[src/logic/tsm_pkg.sv]
// Constants for the timer pair split mode and the shared timer control register
package tsm_pkg;

  // ---------------------------------------------------------------
  // Register map
  // ---------------------------------------------------------------
  localparam logic [7:0] TIMER_CONTROL_ADDR = 8'h88;
  localparam logic [7:0] TIMER_A_LOW_ADDR   = 8'hc0;
  localparam logic [7:0] TIMER_A_HIGH_ADDR  = 8'hc1;
  localparam logic [7:0] TIMER_B_LOW_ADDR   = 8'hc2;
  localparam logic [7:0] TIMER_B_HIGH_ADDR  = 8'hc3;
  localparam logic [7:0] TIMER_CONTROL_RST  = 8'h00;
  localparam logic [7:0] COUNT_RST          = 8'h00;

  // ---------------------------------------------------------------
  // Timer control fields
  // ---------------------------------------------------------------
  localparam int TB_OVF_BIT  = 7;
  localparam int TB_RUN_BIT  = 6;
  localparam int TA_OVF_BIT  = 5;
  localparam int TA_RUN_BIT  = 4;
  localparam int EB_FLAG_BIT = 3;
  localparam int EB_TYPE_BIT = 2;
  localparam int EA_FLAG_BIT = 1;
  localparam int EA_TYPE_BIT = 0;

  // ---------------------------------------------------------------
  // Timer modes
  // ---------------------------------------------------------------
  localparam logic [1:0] MODE_13BIT  = 2'h0;
  localparam logic [1:0] MODE_16BIT  = 2'h1;
  localparam logic [1:0] MODE_RELOAD = 2'h2;
  localparam logic [1:0] MODE_SPLIT  = 2'h3;
  localparam logic [7:0] BYTE_ONES   = 8'hff;
  localparam logic [4:0] LOW13_ONES  = 5'h1f;

endpackage : tsm_pkg

[src/logic/tsm_sync.sv]
// Two-flop synchroniser for asynchronous pin levels
`timescale 1ns/100ps
`default_nettype none
module tsm_sync #(
  parameter int W = 1
) (
  // Clock and reset
  input  wire logic         ref_clk,
  input  wire logic         rst_n,
  // Pin side
  input  wire logic [W-1:0] pin_in,
  // Synchronous side
  output var  logic [W-1:0] sync_out
);

  logic [W-1:0] meta_r;

  always_ff @(posedge ref_clk or negedge rst_n) begin
    if (!rst_n) begin
      meta_r   <= '0;
      sync_out <= '0;
    end else begin
      meta_r   <= pin_in;
      sync_out <= meta_r;
    end
  end

endmodule : tsm_sync
`default_nettype wire

[src/logic/tsm_timer_ctl.sv]
// Timer pair with split mode for the first timer and the shared timer control register
//
// Contract
// - Split mode runs the first timer's low and high bytes as two 8-bit counters.
// - Low byte uses first timer's run, count-select, gate and overflow flag.
// - Low byte counts system or prescaled clock, or external count input, per count-select.
// - High byte is a timer only: system or prescaled clock, never a pin.
// - High byte counts only while the second timer's run bit is set.
// - High byte overflow sets the second timer's overflow flag.
// - In split mode second timer runs modes 0-2, no pin clock, no flag.
// - Second timer overflow pulses still reach serial ports and converter.
// - In split mode second timer runs for mode 0, 1, 2 and halts for 3.
// - Overflow flags set by hardware, cleared by software or vectoring.
// - Run bit 0 disables its counter, 1 enables it; in split mode the second run bit drives the high byte.
// - Second external interrupt flag set on chosen edge or level, cleared by software or vectoring.
// - First timer runs when run bit set and gate off or input active.
`timescale 1ns/100ps
`default_nettype none
module tsm_timer_ctl (
  // Clock and reset
  input  wire logic       ref_clk,
  input  wire logic       rst_n,
  // Special-function register port
  input  wire logic [7:0] sfr_addr,
  input  wire logic       sfr_wr,
  input  wire logic       sfr_rd,
  input  wire logic [7:0] sfr_wdata,
  input  wire logic       sfr_bit_wr,
  input  wire logic [7:0] sfr_bit_addr,
  input  wire logic       sfr_bit_val,
  output var  logic [7:0] sfr_rdata,
  // Mode and clock configuration
  input  wire logic [1:0] timer_a_mode,
  input  wire logic [1:0] timer_b_mode,
  input  wire logic       timer_a_count_select,
  input  wire logic       timer_a_gate_enable,
  input  wire logic       timer_b_count_select,
  input  wire logic       timer_b_gate_enable,
  input  wire logic       timer_a_sysclk_sel,
  input  wire logic       timer_b_sysclk_sel,
  input  wire logic       presc_tick,
  input  wire logic       ext_irq_a_active_high,
  input  wire logic       ext_irq_b_active_high,
  // Vectoring acknowledges
  input  wire logic       vec_ack_timer_a,
  input  wire logic       vec_ack_timer_b,
  input  wire logic       vec_ack_ext_a,
  input  wire logic       vec_ack_ext_b,
  // Pins
  input  wire logic       count_a_pin,
  input  wire logic       count_b_pin,
  input  wire logic       ext_irq_a_input,
  input  wire logic       ext_irq_b_input,
  // Flags and pulses
  output var  logic       timer_a_overflow_flag,
  output var  logic       timer_b_overflow_flag,
  output var  logic       ext_irq_a_flag,
  output var  logic       ext_irq_b_flag,
  output var  logic       timer_b_ovf_pulse
);

  // ---------------------------------------------------------------
  // State
  // ---------------------------------------------------------------
  typedef struct packed {
    logic [7:0] timer_control;
    logic [7:0] timer_a_low_byte;
    logic [7:0] timer_a_high_byte;
    logic [7:0] timer_b_low;
    logic [7:0] timer_b_high;
    logic [7:0] rdata;
    logic       b_pulse;
    logic [3:0] pin_prev;
  } tsm_state_t;

  tsm_state_t st_r;
  tsm_state_t st_nxt;
  logic [3:0] pin_s;

  tsm_sync #(.W(4)) u_sync (
    .ref_clk  (ref_clk),
    .rst_n    (rst_n),
    .pin_in   ({ext_irq_b_input, ext_irq_a_input, count_b_pin, count_a_pin}),
    .sync_out (pin_s)
  );

  // ---------------------------------------------------------------
  // Clock sources and enables
  // ---------------------------------------------------------------
  logic split, cnt_a_fall, cnt_b_fall, int_a_act, int_b_act, int_a_prev_act;
  logic int_b_prev_act, run_a, run_b, en_a, en_b, int_tick_a, int_tick_b;
  logic tick_a, tick_b, hi_step, lo_step, b_step, lo_ovf, hi_ovf, b_ovf;
  logic [16:0] a_res, b_res;

  assign split          = (timer_a_mode == tsm_pkg::MODE_SPLIT);
  assign cnt_a_fall     = st_r.pin_prev[0] & ~pin_s[0];
  assign cnt_b_fall     = st_r.pin_prev[1] & ~pin_s[1];
  assign int_a_act      = ~(pin_s[2] ^ ext_irq_a_active_high);
  assign int_b_act      = ~(pin_s[3] ^ ext_irq_b_active_high);
  assign int_a_prev_act = ~(st_r.pin_prev[2] ^ ext_irq_a_active_high);
  assign int_b_prev_act = ~(st_r.pin_prev[3] ^ ext_irq_b_active_high);
  assign run_a          = st_r.timer_control[tsm_pkg::TA_RUN_BIT];
  assign run_b          = st_r.timer_control[tsm_pkg::TB_RUN_BIT];
  assign int_tick_a     = timer_a_sysclk_sel | presc_tick;
  assign int_tick_b     = timer_b_sysclk_sel | presc_tick;
  assign en_a           = run_a & (~timer_a_gate_enable | int_a_act);
  assign en_b           = run_b & (~timer_b_gate_enable | int_b_act);
  assign tick_a         = timer_a_count_select ? cnt_a_fall : int_tick_a;
  // No pin clock for second timer in split mode
  assign tick_b         = (timer_b_count_select & ~split) ? cnt_b_fall : int_tick_b;
  // Low byte steered by first timer's controls
  assign lo_step        = en_a & tick_a;
  // High byte internal clock only, run by second run bit
  assign hi_step        = split & run_b & int_tick_a;
  // Second timer runs by its mode while split, else by its run bit
  assign b_step         = split ? ((timer_b_mode != tsm_pkg::MODE_SPLIT) & tick_b)
                                : (en_b & tick_b);
  // Split bytes wrap on all ones
  assign lo_ovf         = lo_step & (st_r.timer_a_low_byte == tsm_pkg::BYTE_ONES);
  assign hi_ovf         = hi_step & (st_r.timer_a_high_byte == tsm_pkg::BYTE_ONES);

  // One step of a timer in mode 0, 1 or 2; returns overflow, high, low
  function automatic logic [16:0] step(input logic [1:0] md, input logic [7:0] hi,
                                       input logic [7:0] lo);
    logic [16:0] r;
    r = {1'b0, hi, lo};
    case (md)
      tsm_pkg::MODE_13BIT: begin
        if (lo[4:0] == tsm_pkg::LOW13_ONES) begin
          r = {(hi == tsm_pkg::BYTE_ONES), 8'(hi + 8'h01), lo[7:5], 5'h00};
        end else begin
          r = {1'b0, hi, lo[7:5], 5'(lo[4:0] + 5'h01)};
        end
      end
      tsm_pkg::MODE_RELOAD: begin
        if (lo == tsm_pkg::BYTE_ONES) begin
          r = {1'b1, hi, hi};
        end else begin
          r = {1'b0, hi, 8'(lo + 8'h01)};
        end
      end
      default: begin
        r = {1'b0, 16'({hi, lo} + 16'h0001)};
        r[16] = ({hi, lo} == 16'hffff);
      end
    endcase
    return r;
  endfunction : step

  assign a_res = step(timer_a_mode, st_r.timer_a_high_byte, st_r.timer_a_low_byte);
  assign b_res = step(timer_b_mode, st_r.timer_b_high, st_r.timer_b_low);
  assign b_ovf = b_step & b_res[16];

  // ---------------------------------------------------------------
  // Next state
  // ---------------------------------------------------------------
  logic [7:0] tc_sw;
  logic       a_ovf_set, b_flag_set, ea_set, eb_set;

  always_comb begin
    st_nxt          = st_r;
    st_nxt.pin_prev = pin_s;
    st_nxt.rdata    = st_r.rdata;
    tc_sw           = st_r.timer_control;
    // Software access, byte then bit
    if (sfr_wr && sfr_addr == tsm_pkg::TIMER_CONTROL_ADDR) begin
      tc_sw = sfr_wdata;
    end
    if (sfr_bit_wr && sfr_bit_addr[7:3] == tsm_pkg::TIMER_CONTROL_ADDR[7:3]) begin
      tc_sw[sfr_bit_addr[2:0]] = sfr_bit_val;
    end
    if (vec_ack_timer_a) begin
      tc_sw[tsm_pkg::TA_OVF_BIT] = 1'b0;
    end
    if (vec_ack_timer_b) begin
      tc_sw[tsm_pkg::TB_OVF_BIT] = 1'b0;
    end
    if (vec_ack_ext_a) begin
      tc_sw[tsm_pkg::EA_FLAG_BIT] = 1'b0;
    end
    if (vec_ack_ext_b) begin
      tc_sw[tsm_pkg::EB_FLAG_BIT] = 1'b0;
    end
    // Counters
    if (split) begin
      if (lo_step) begin
        st_nxt.timer_a_low_byte = 8'(st_r.timer_a_low_byte + 8'h01);
      end
      if (hi_step) begin
        st_nxt.timer_a_high_byte = 8'(st_r.timer_a_high_byte + 8'h01);
      end
      a_ovf_set = lo_ovf;
      // High byte owns the second flag; second timer does not
      b_flag_set = hi_ovf;
    end else begin
      if (lo_step) begin
        {st_nxt.timer_a_high_byte, st_nxt.timer_a_low_byte} = a_res[15:0];
      end
      a_ovf_set  = lo_step & a_res[16];
      b_flag_set = b_ovf;
    end
    if (b_step && timer_b_mode != tsm_pkg::MODE_SPLIT) begin
      {st_nxt.timer_b_high, st_nxt.timer_b_low} = b_res[15:0];
    end
    // Edge or level detection per type select
    ea_set = st_r.timer_control[tsm_pkg::EA_TYPE_BIT] ? (int_a_act & ~int_a_prev_act)
                                                      : int_a_act;
    eb_set = st_r.timer_control[tsm_pkg::EB_TYPE_BIT] ? (int_b_act & ~int_b_prev_act)
                                                      : int_b_act;
    // Hardware set wins over any clear
    if (a_ovf_set) begin
      tc_sw[tsm_pkg::TA_OVF_BIT] = 1'b1;
    end
    if (b_flag_set) begin
      tc_sw[tsm_pkg::TB_OVF_BIT] = 1'b1;
    end
    if (ea_set) begin
      tc_sw[tsm_pkg::EA_FLAG_BIT] = 1'b1;
    end
    if (eb_set) begin
      tc_sw[tsm_pkg::EB_FLAG_BIT] = 1'b1;
    end
    st_nxt.timer_control = tc_sw;
    // Software byte writes to counters take priority over counting
    if (sfr_wr) begin
      case (sfr_addr)
        tsm_pkg::TIMER_A_LOW_ADDR:  st_nxt.timer_a_low_byte  = sfr_wdata;
        tsm_pkg::TIMER_A_HIGH_ADDR: st_nxt.timer_a_high_byte = sfr_wdata;
        tsm_pkg::TIMER_B_LOW_ADDR:  st_nxt.timer_b_low       = sfr_wdata;
        tsm_pkg::TIMER_B_HIGH_ADDR: st_nxt.timer_b_high      = sfr_wdata;
        default: ;
      endcase
    end
    if (sfr_rd) begin
      case (sfr_addr)
        tsm_pkg::TIMER_CONTROL_ADDR: st_nxt.rdata = st_r.timer_control;
        tsm_pkg::TIMER_A_LOW_ADDR:   st_nxt.rdata = st_r.timer_a_low_byte;
        tsm_pkg::TIMER_A_HIGH_ADDR:  st_nxt.rdata = st_r.timer_a_high_byte;
        tsm_pkg::TIMER_B_LOW_ADDR:   st_nxt.rdata = st_r.timer_b_low;
        tsm_pkg::TIMER_B_HIGH_ADDR:  st_nxt.rdata = st_r.timer_b_high;
        default:                     st_nxt.rdata = 8'h00;
      endcase
    end
    // Second timer overflow always pulses out
    st_nxt.b_pulse = b_ovf;
  end

  always_ff @(posedge ref_clk or negedge rst_n) begin
    if (!rst_n) begin
      st_r <= '{timer_control: tsm_pkg::TIMER_CONTROL_RST, timer_a_low_byte: tsm_pkg::COUNT_RST,
                timer_a_high_byte: tsm_pkg::COUNT_RST, timer_b_low: tsm_pkg::COUNT_RST,
                timer_b_high: tsm_pkg::COUNT_RST, rdata: 8'h00, b_pulse: 1'b0,
                pin_prev: 4'h0};
    end else begin
      st_r <= st_nxt;
    end
  end

  assign sfr_rdata             = st_r.rdata;
  assign timer_a_overflow_flag = st_r.timer_control[tsm_pkg::TA_OVF_BIT];
  assign timer_b_overflow_flag = st_r.timer_control[tsm_pkg::TB_OVF_BIT];
  assign ext_irq_a_flag        = st_r.timer_control[tsm_pkg::EA_FLAG_BIT];
  assign ext_irq_b_flag        = st_r.timer_control[tsm_pkg::EB_FLAG_BIT];
  assign timer_b_ovf_pulse     = st_r.b_pulse;

  // ---------------------------------------------------------------
  // Checks
  // ---------------------------------------------------------------
  logic any_wr;
  assign any_wr = sfr_wr | sfr_bit_wr;

  hi_indep_a: assert property (@(posedge ref_clk) disable iff (!rst_n)
    split && !run_b && !any_wr |=> $stable(st_r.timer_a_high_byte))
    else $error("high byte moved while its run bit was clear");
  lo_gate_a: assert property (@(posedge ref_clk) disable iff (!rst_n)
    split && timer_a_gate_enable && !int_a_act && !any_wr |=> $stable(st_r.timer_a_low_byte))
    else $error("low byte moved while gated off");
  lo_pin_a: assert property (@(posedge ref_clk) disable iff (!rst_n)
    split && run_a && timer_a_count_select && !cnt_a_fall && !any_wr
    |=> $stable(st_r.timer_a_low_byte))
    else $error("low byte counted without a pin edge");
  hi_clk_a: assert property (@(posedge ref_clk) disable iff (!rst_n)
    split && run_b && !timer_a_sysclk_sel && !presc_tick && !any_wr
    |=> $stable(st_r.timer_a_high_byte))
    else $error("high byte counted without an internal tick");
  hi_run_a: assert property (@(posedge ref_clk) disable iff (!rst_n)
    split && run_b && timer_a_sysclk_sel && !any_wr
    |=> st_r.timer_a_high_byte == 8'($past(st_r.timer_a_high_byte) + 8'h01))
    else $error("high byte failed to count while run");
  hi_flag_a: assert property (@(posedge ref_clk) disable iff (!rst_n)
    hi_ovf |=> timer_b_overflow_flag && st_r.timer_a_high_byte == 8'h00)
    else $error("high byte overflow did not set second flag");
  b_noflag_a: assert property (@(posedge ref_clk) disable iff (!rst_n)
    split && !hi_ovf && !timer_b_overflow_flag && !any_wr |=> !timer_b_overflow_flag)
    else $error("second timer set its flag in split mode");
  b_pulse_a: assert property (@(posedge ref_clk) disable iff (!rst_n)
    b_step && b_res[16] |=> timer_b_ovf_pulse ##1 (!timer_b_ovf_pulse || $past(b_ovf)))
    else $error("second timer overflow pulse missing");
  b_halt_a: assert property (@(posedge ref_clk) disable iff (!rst_n)
    split && timer_b_mode == tsm_pkg::MODE_SPLIT && !sfr_wr
    |=> $stable({st_r.timer_b_high, st_r.timer_b_low}))
    else $error("second timer ran in mode 3");
  ack_clr_a: assert property (@(posedge ref_clk) disable iff (!rst_n)
    vec_ack_timer_a && !a_ovf_set |=> !timer_a_overflow_flag)
    else $error("vectoring did not clear first flag");
  run_off_a: assert property (@(posedge ref_clk) disable iff (!rst_n)
    !run_a && !sfr_wr |=> $stable(st_r.timer_a_low_byte))
    else $error("first timer counted while disabled");
  ext_edge_a: assert property (@(posedge ref_clk) disable iff (!rst_n)
    eb_set |=> ext_irq_b_flag)
    else $error("second external flag not set");
  wrap_a: assert property (@(posedge ref_clk) disable iff (!rst_n)
    lo_ovf && split && !sfr_wr |=> st_r.timer_a_low_byte == 8'h00 && timer_a_overflow_flag)
    else $error("split low byte did not wrap with flag");

endmodule : tsm_timer_ctl
`default_nettype wire
[config.mk]
export PLATFORM = sky130hd
export DESIGN_NAME = tsm_timer_ctl
export DESIGN_NICKNAME = d
export VERILOG_FILES = /design/src/logic/tsm_pkg.sv /design/src/logic/tsm_sync.sv /design/src/logic/tsm_timer_ctl.sv
export SDC_FILE = /design/constraint.sdc
export NUM_CORES = 1
export LEC_CHECK = 0
export BUFFER_PORTS_ARGS = -buffer_cell sky130_fd_sc_hd__buf_4
export CORE_MARGIN = 3
export CORE_UTILIZATION = 40
export CTS_BUF_LIST = sky130_fd_sc_hd__clkbuf_2 sky130_fd_sc_hd__clkbuf_4 sky130_fd_sc_hd__clkbuf_8
export CTS_CLUSTER_DIAMETER = 120
export DETAILED_ROUTE_END_ITERATION = 10
export GPL_TIMING_DRIVEN = 0
export PLACE_DENSITY = 0.63
export SLEW_MARGIN = 20
export SYNTH_ARGS = -nofsm -noshare
export SYNTH_HDL_FRONTEND = slang
export SYNTH_SLANG_ARGS = --single-unit
[constraint.sdc]
create_clock -name ref_clk -period 4.4 [get_ports ref_clk]
set_input_delay 0.66 -clock ref_clk [delete_from_list [all_inputs] [get_ports ref_clk]]
set_output_delay 0.66 -clock ref_clk [all_outputs]
set_load 0.1 [all_outputs]
==> results.md <==
- The nature of the critical path endpoint is a register.
- The run finished with clean final reports.
- The instance count of the mapped netlist is 515.
- The signal on the critical path passes through ha_1, nand3_1, inv_1, ha_1, nor3b_4, and3_1, a41oi_1, nor3b_1, xnor2_1, o21ai_0.
- The die covers 12000 sq um.
- The wire length of the first global-routing pass is 21.5 mm.
- The most frequently used flop master after synthesis is dfrtp_1.
- The clock network latency to the later pin of the worst-skew pair is 0.35 ns.
- On the worst path, the slowest cell contributes a delay of 0.44 ns.
- The H-tree generated during clock tree synthesis spans 3 levels.
- Counting every sink on the clock net gives 61.
- The overall global routing resource usage is 23.6%.
- At the worst endpoint, the required time is 4.63 ns.
- The tool flagged a number of max-cap violations equal to 0.
- The most numerous cell type found on the critical path is ha_1.
- The instance count on the critical path is 10.
- The number of placed instances, taps included, is 705.
- The total clock buffers created by CTS is 9.
- Summed over all nets, the half-perimeter wirelength after detailed placement is 10.2 mm.
- Sequential cells were found to cover 35.5% of the synthesized design area.
- The share of layout cells above drive strength 1 is 18.5%.
- The length of routed met3 wiring is 928 um.
- The remaining design rule violation count is 0.
- The congestion estimate from routability-driven global placement came to 0.899.
- The number of buffer and inverter instances along the worst setup path is 1.
- At the end of the flow the core is filled with cells to 48.9%.
- The area growth from synthesis to layout is 18.3%.
- Clock skew on the completed layout was measured at 0.00682 ns.
- For this configuration, the core starts out at a cell density of 41.3%.
- The final cell count without fillers is 721.
- Setup repair after global routing left no endpoint under its margin.
- The endpoint of the worst setup timing path is st_r[16].
- The count of unique library cells instantiated by Yosys is 69.
- Hold repair after CTS inserted 0 buffers.
- The average wire per cell in the routed design is 19.2 um.
- After layout, the design draws a total of 1710 uW.
- The most critical setup path has its startpoint at st_r[21].
- The slowest library cell on the worst path is dfrtp_1.
- The kind of path behind the tightest hold check is register to register.
- The nature of the critical path startpoint is a register.
- The post-synth design cell area is 4300 sq um.
- The number of enable-type register cells in the synthesized netlist is 0.
- The maximum number of pins on one net before global-route repair is 62.
- The family with the most delay on the worst path is simple AND/OR/NAND/NOR gates.
- The final route contains 4241 vias.
- After detailed routing, no signal wire sits above met4.
- The first detailed-routing pass ran for 7 iterations.
- The cell chosen for the clock root is clkbuf_8.
- The remaining antenna violation count is 0.
- For the worst flop-to-flop path, the logic depth is 10.
- The die height is 110 um.
- The detailed router put a total of 6.06 mm of wire on met1.
- After synthesis, the share of flip-flops with an asynchronous set or reset is 100%.
- Power spread over the standard cell area amounts to 336 nW/um^2.
- The routed wire length on met2 is 6.58 mm.
- Counting every net in the synthesized netlist gives 574.
- The post-CTS setup-driven buffer insertion count is 0.
- The post-route fraction of the period consumed by the critical path is 58.1%.
- After clock tree synthesis, the repair step resized 0 gates.
- The number of I/O pins is 64.
- The initialized floorplan defines 37 standard-cell rows.
- Summed over all layers, the routed wires come to 13.9 mm.
- The detail-routed via count per cell is 5.88.
- After routing, the total negative slack on setup checks comes to 0 ns.
- The capture instance of the worst register-to-register path is st_r[16].
- The number of buffers added on ports is 54.
- The global route total overflow is 0.
- For the finished layout, the period the worst path requires is 2.56 ns.
- The count of warnings emitted by yosys is 0.
- Leaving out fill and tap cells, the most frequent cell in the layout is buf_4.
- The maximum frequency from static timing analysis is 391 MHz.
- The detailed router finished its first iteration with 330 violations.
- The number of flip-flops and latches in the synthesized netlist is 61.
- The number of buffers on the longest clock path is 2.
- The critical-path maximum fanout is 10.
- After clock tree synthesis, the clock-pin slew on the worst setup and hold paths is 0.08 ns.
- The clock tree from TritonCTS is done.
- For this run, the post-layout net count is 639.
- The worst register-to-register path has a setup slack of 1.84 ns.
- At the pin with the least slew margin, the transition time is 0.819 ns.
- The final number of max-transition violations is 0.
- The number of global-route vias before repair came to 4012.
- The final count of hold timing violations is 0.
- The kind of critical path is register to register.
- The arrival time at the worst endpoint is 2.79 ns.
- Each instance of the synthesized netlist takes up on average 8.36 sq um.
- The core box area is 10400 sq um.
- In the layout the commonest cells are buf_4, dfrtp_1, nand2_1.
- The worst slew margin relative to its limit is 45.4%.
- Setup violations remaining at the end of the flow were counted as 0.
- The initial antenna violation count is 0.
- Summed over all cells, the static leakage comes to 0.00213 uW.
- In this run the critical register-to-register path is launched from st_r[21].
- The worst supply voltage drop on vdd is 0.223 mV.
- In this run the horizontal extent of the chip is 110 um.
- The count of antenna diodes in the layout is 0.
flip-flops by register name, summed over array words and instances, names as in the netlist:
signal / flops
ext_irq_a_flag: 1
ext_irq_b_flag: 1
run_a: 1
run_b: 1
sfr_rdata: 8
st_r: 38
timer_a_overflow_flag: 1
timer_b_overflow_flag: 1
timer_b_ovf_pulse: 1
u_sync.meta_r: 4
u_sync.sync_out: 4
report_power, final:
group          switching, uW  internal [uW]
clock network            247            292
registers                121            633
logic                    238            179
per-layer routing:
metal  vias up  track usage (%)
li1       2021                -
met2       173             38.7
met5         -                0
met1      2024             31.4
met3        23             5.05
met4         0             6.77
final cells by class:
| class | instances | area (sq um) |
|---|---|---|
| Buffer | 35 | 176 |
| Clock buffer | 11 | 151 |
| Fill cell | 1037 | 5330 |
| Multi-Input combinational cell | 397 | 2520 |
| Clock inverter | 5 | 58.8 |
| Inverter | 22 | 82.6 |
| Timing Repair Buffer | 54 | 405 |
| Tap cell | 136 | 170 |
| Sequential cell | 61 | 1530 |
cells by family after synthesis:
family                     count (synthesis)  synth area share (%)
xor gates and xnor gates                  19                  4.04
adders and majority gates                  8                  2.33
and+or+nand+nor                          188                  23.0
DFF                                       61                  35.5
muxes                                     17                  3.98
buffers and inverters                     57                  6.02
AOI/OAI and AO/OA                        165                  25.1
cell usage after synthesis (6+ instances only):
library cell | count | share of area, %
a31oi_1 | 10 | 1.5
nand2_1 | 56 | 4.9
xnor2_1 | 10 | 2.0
mux2i_1 | 16 | 3.7
dfrtp_1 | 61 | 35
nand3_1 | 20 | 2.3
inv_1 | 22 | 1.9
o31ai_1 | 6 | 1.0
buf_2 | 9 | 1.0
nor2_1 | 38 | 3.3
nor2b_1 | 8 | 1.2
ha_1 | 8 | 2.3
o21ai_0 | 53 | 6.2
nor3_1 | 9 | 1.0
o22ai_1 | 9 | 1.3
and3_1 | 12 | 1.7
nand4_1 | 7 | 1.0
xor2_1 | 8 | 1.6
a222oi_1 | 8 | 1.9
nor3b_1 | 6 | 1.0
buf_4 | 9 | 1.6
a21oi_1 | 29 | 3.4
clkbuf_1 | 15 | 1.3
how the worst min path moves through the flow:
| stage | from | to | cells after the start |
|---|---|---|---|
| floorplan | u_sync.meta_r[0] | u_sync.sync_out[0] | 0 |
| global placement | u_sync.meta_r[3] | u_sync.sync_out[3] | 0 |
| CTS | u_sync.meta_r[2] | u_sync.sync_out[2] | 0 |
| global route | u_sync.meta_r[0] | u_sync.sync_out[0] | 0 |
| detailed placement | u_sync.meta_r[2] | u_sync.sync_out[2] | 0 |
| finish | u_sync.meta_r[2] | u_sync.sync_out[2] | 0 |
through the flow:
stage	area (sq um)	setup WS (ns)	hold slack (ns)
after CTS	5090	1.88	0.353
after global placement	4880	1.76	0.333
after floorplan	4300	2.26	0.331
final	5090	1.84	0.351
after global routing	5090	1.61	0.358
after detailed placement	4880	1.74	0.335
Power figures use the tool's default switching activity.
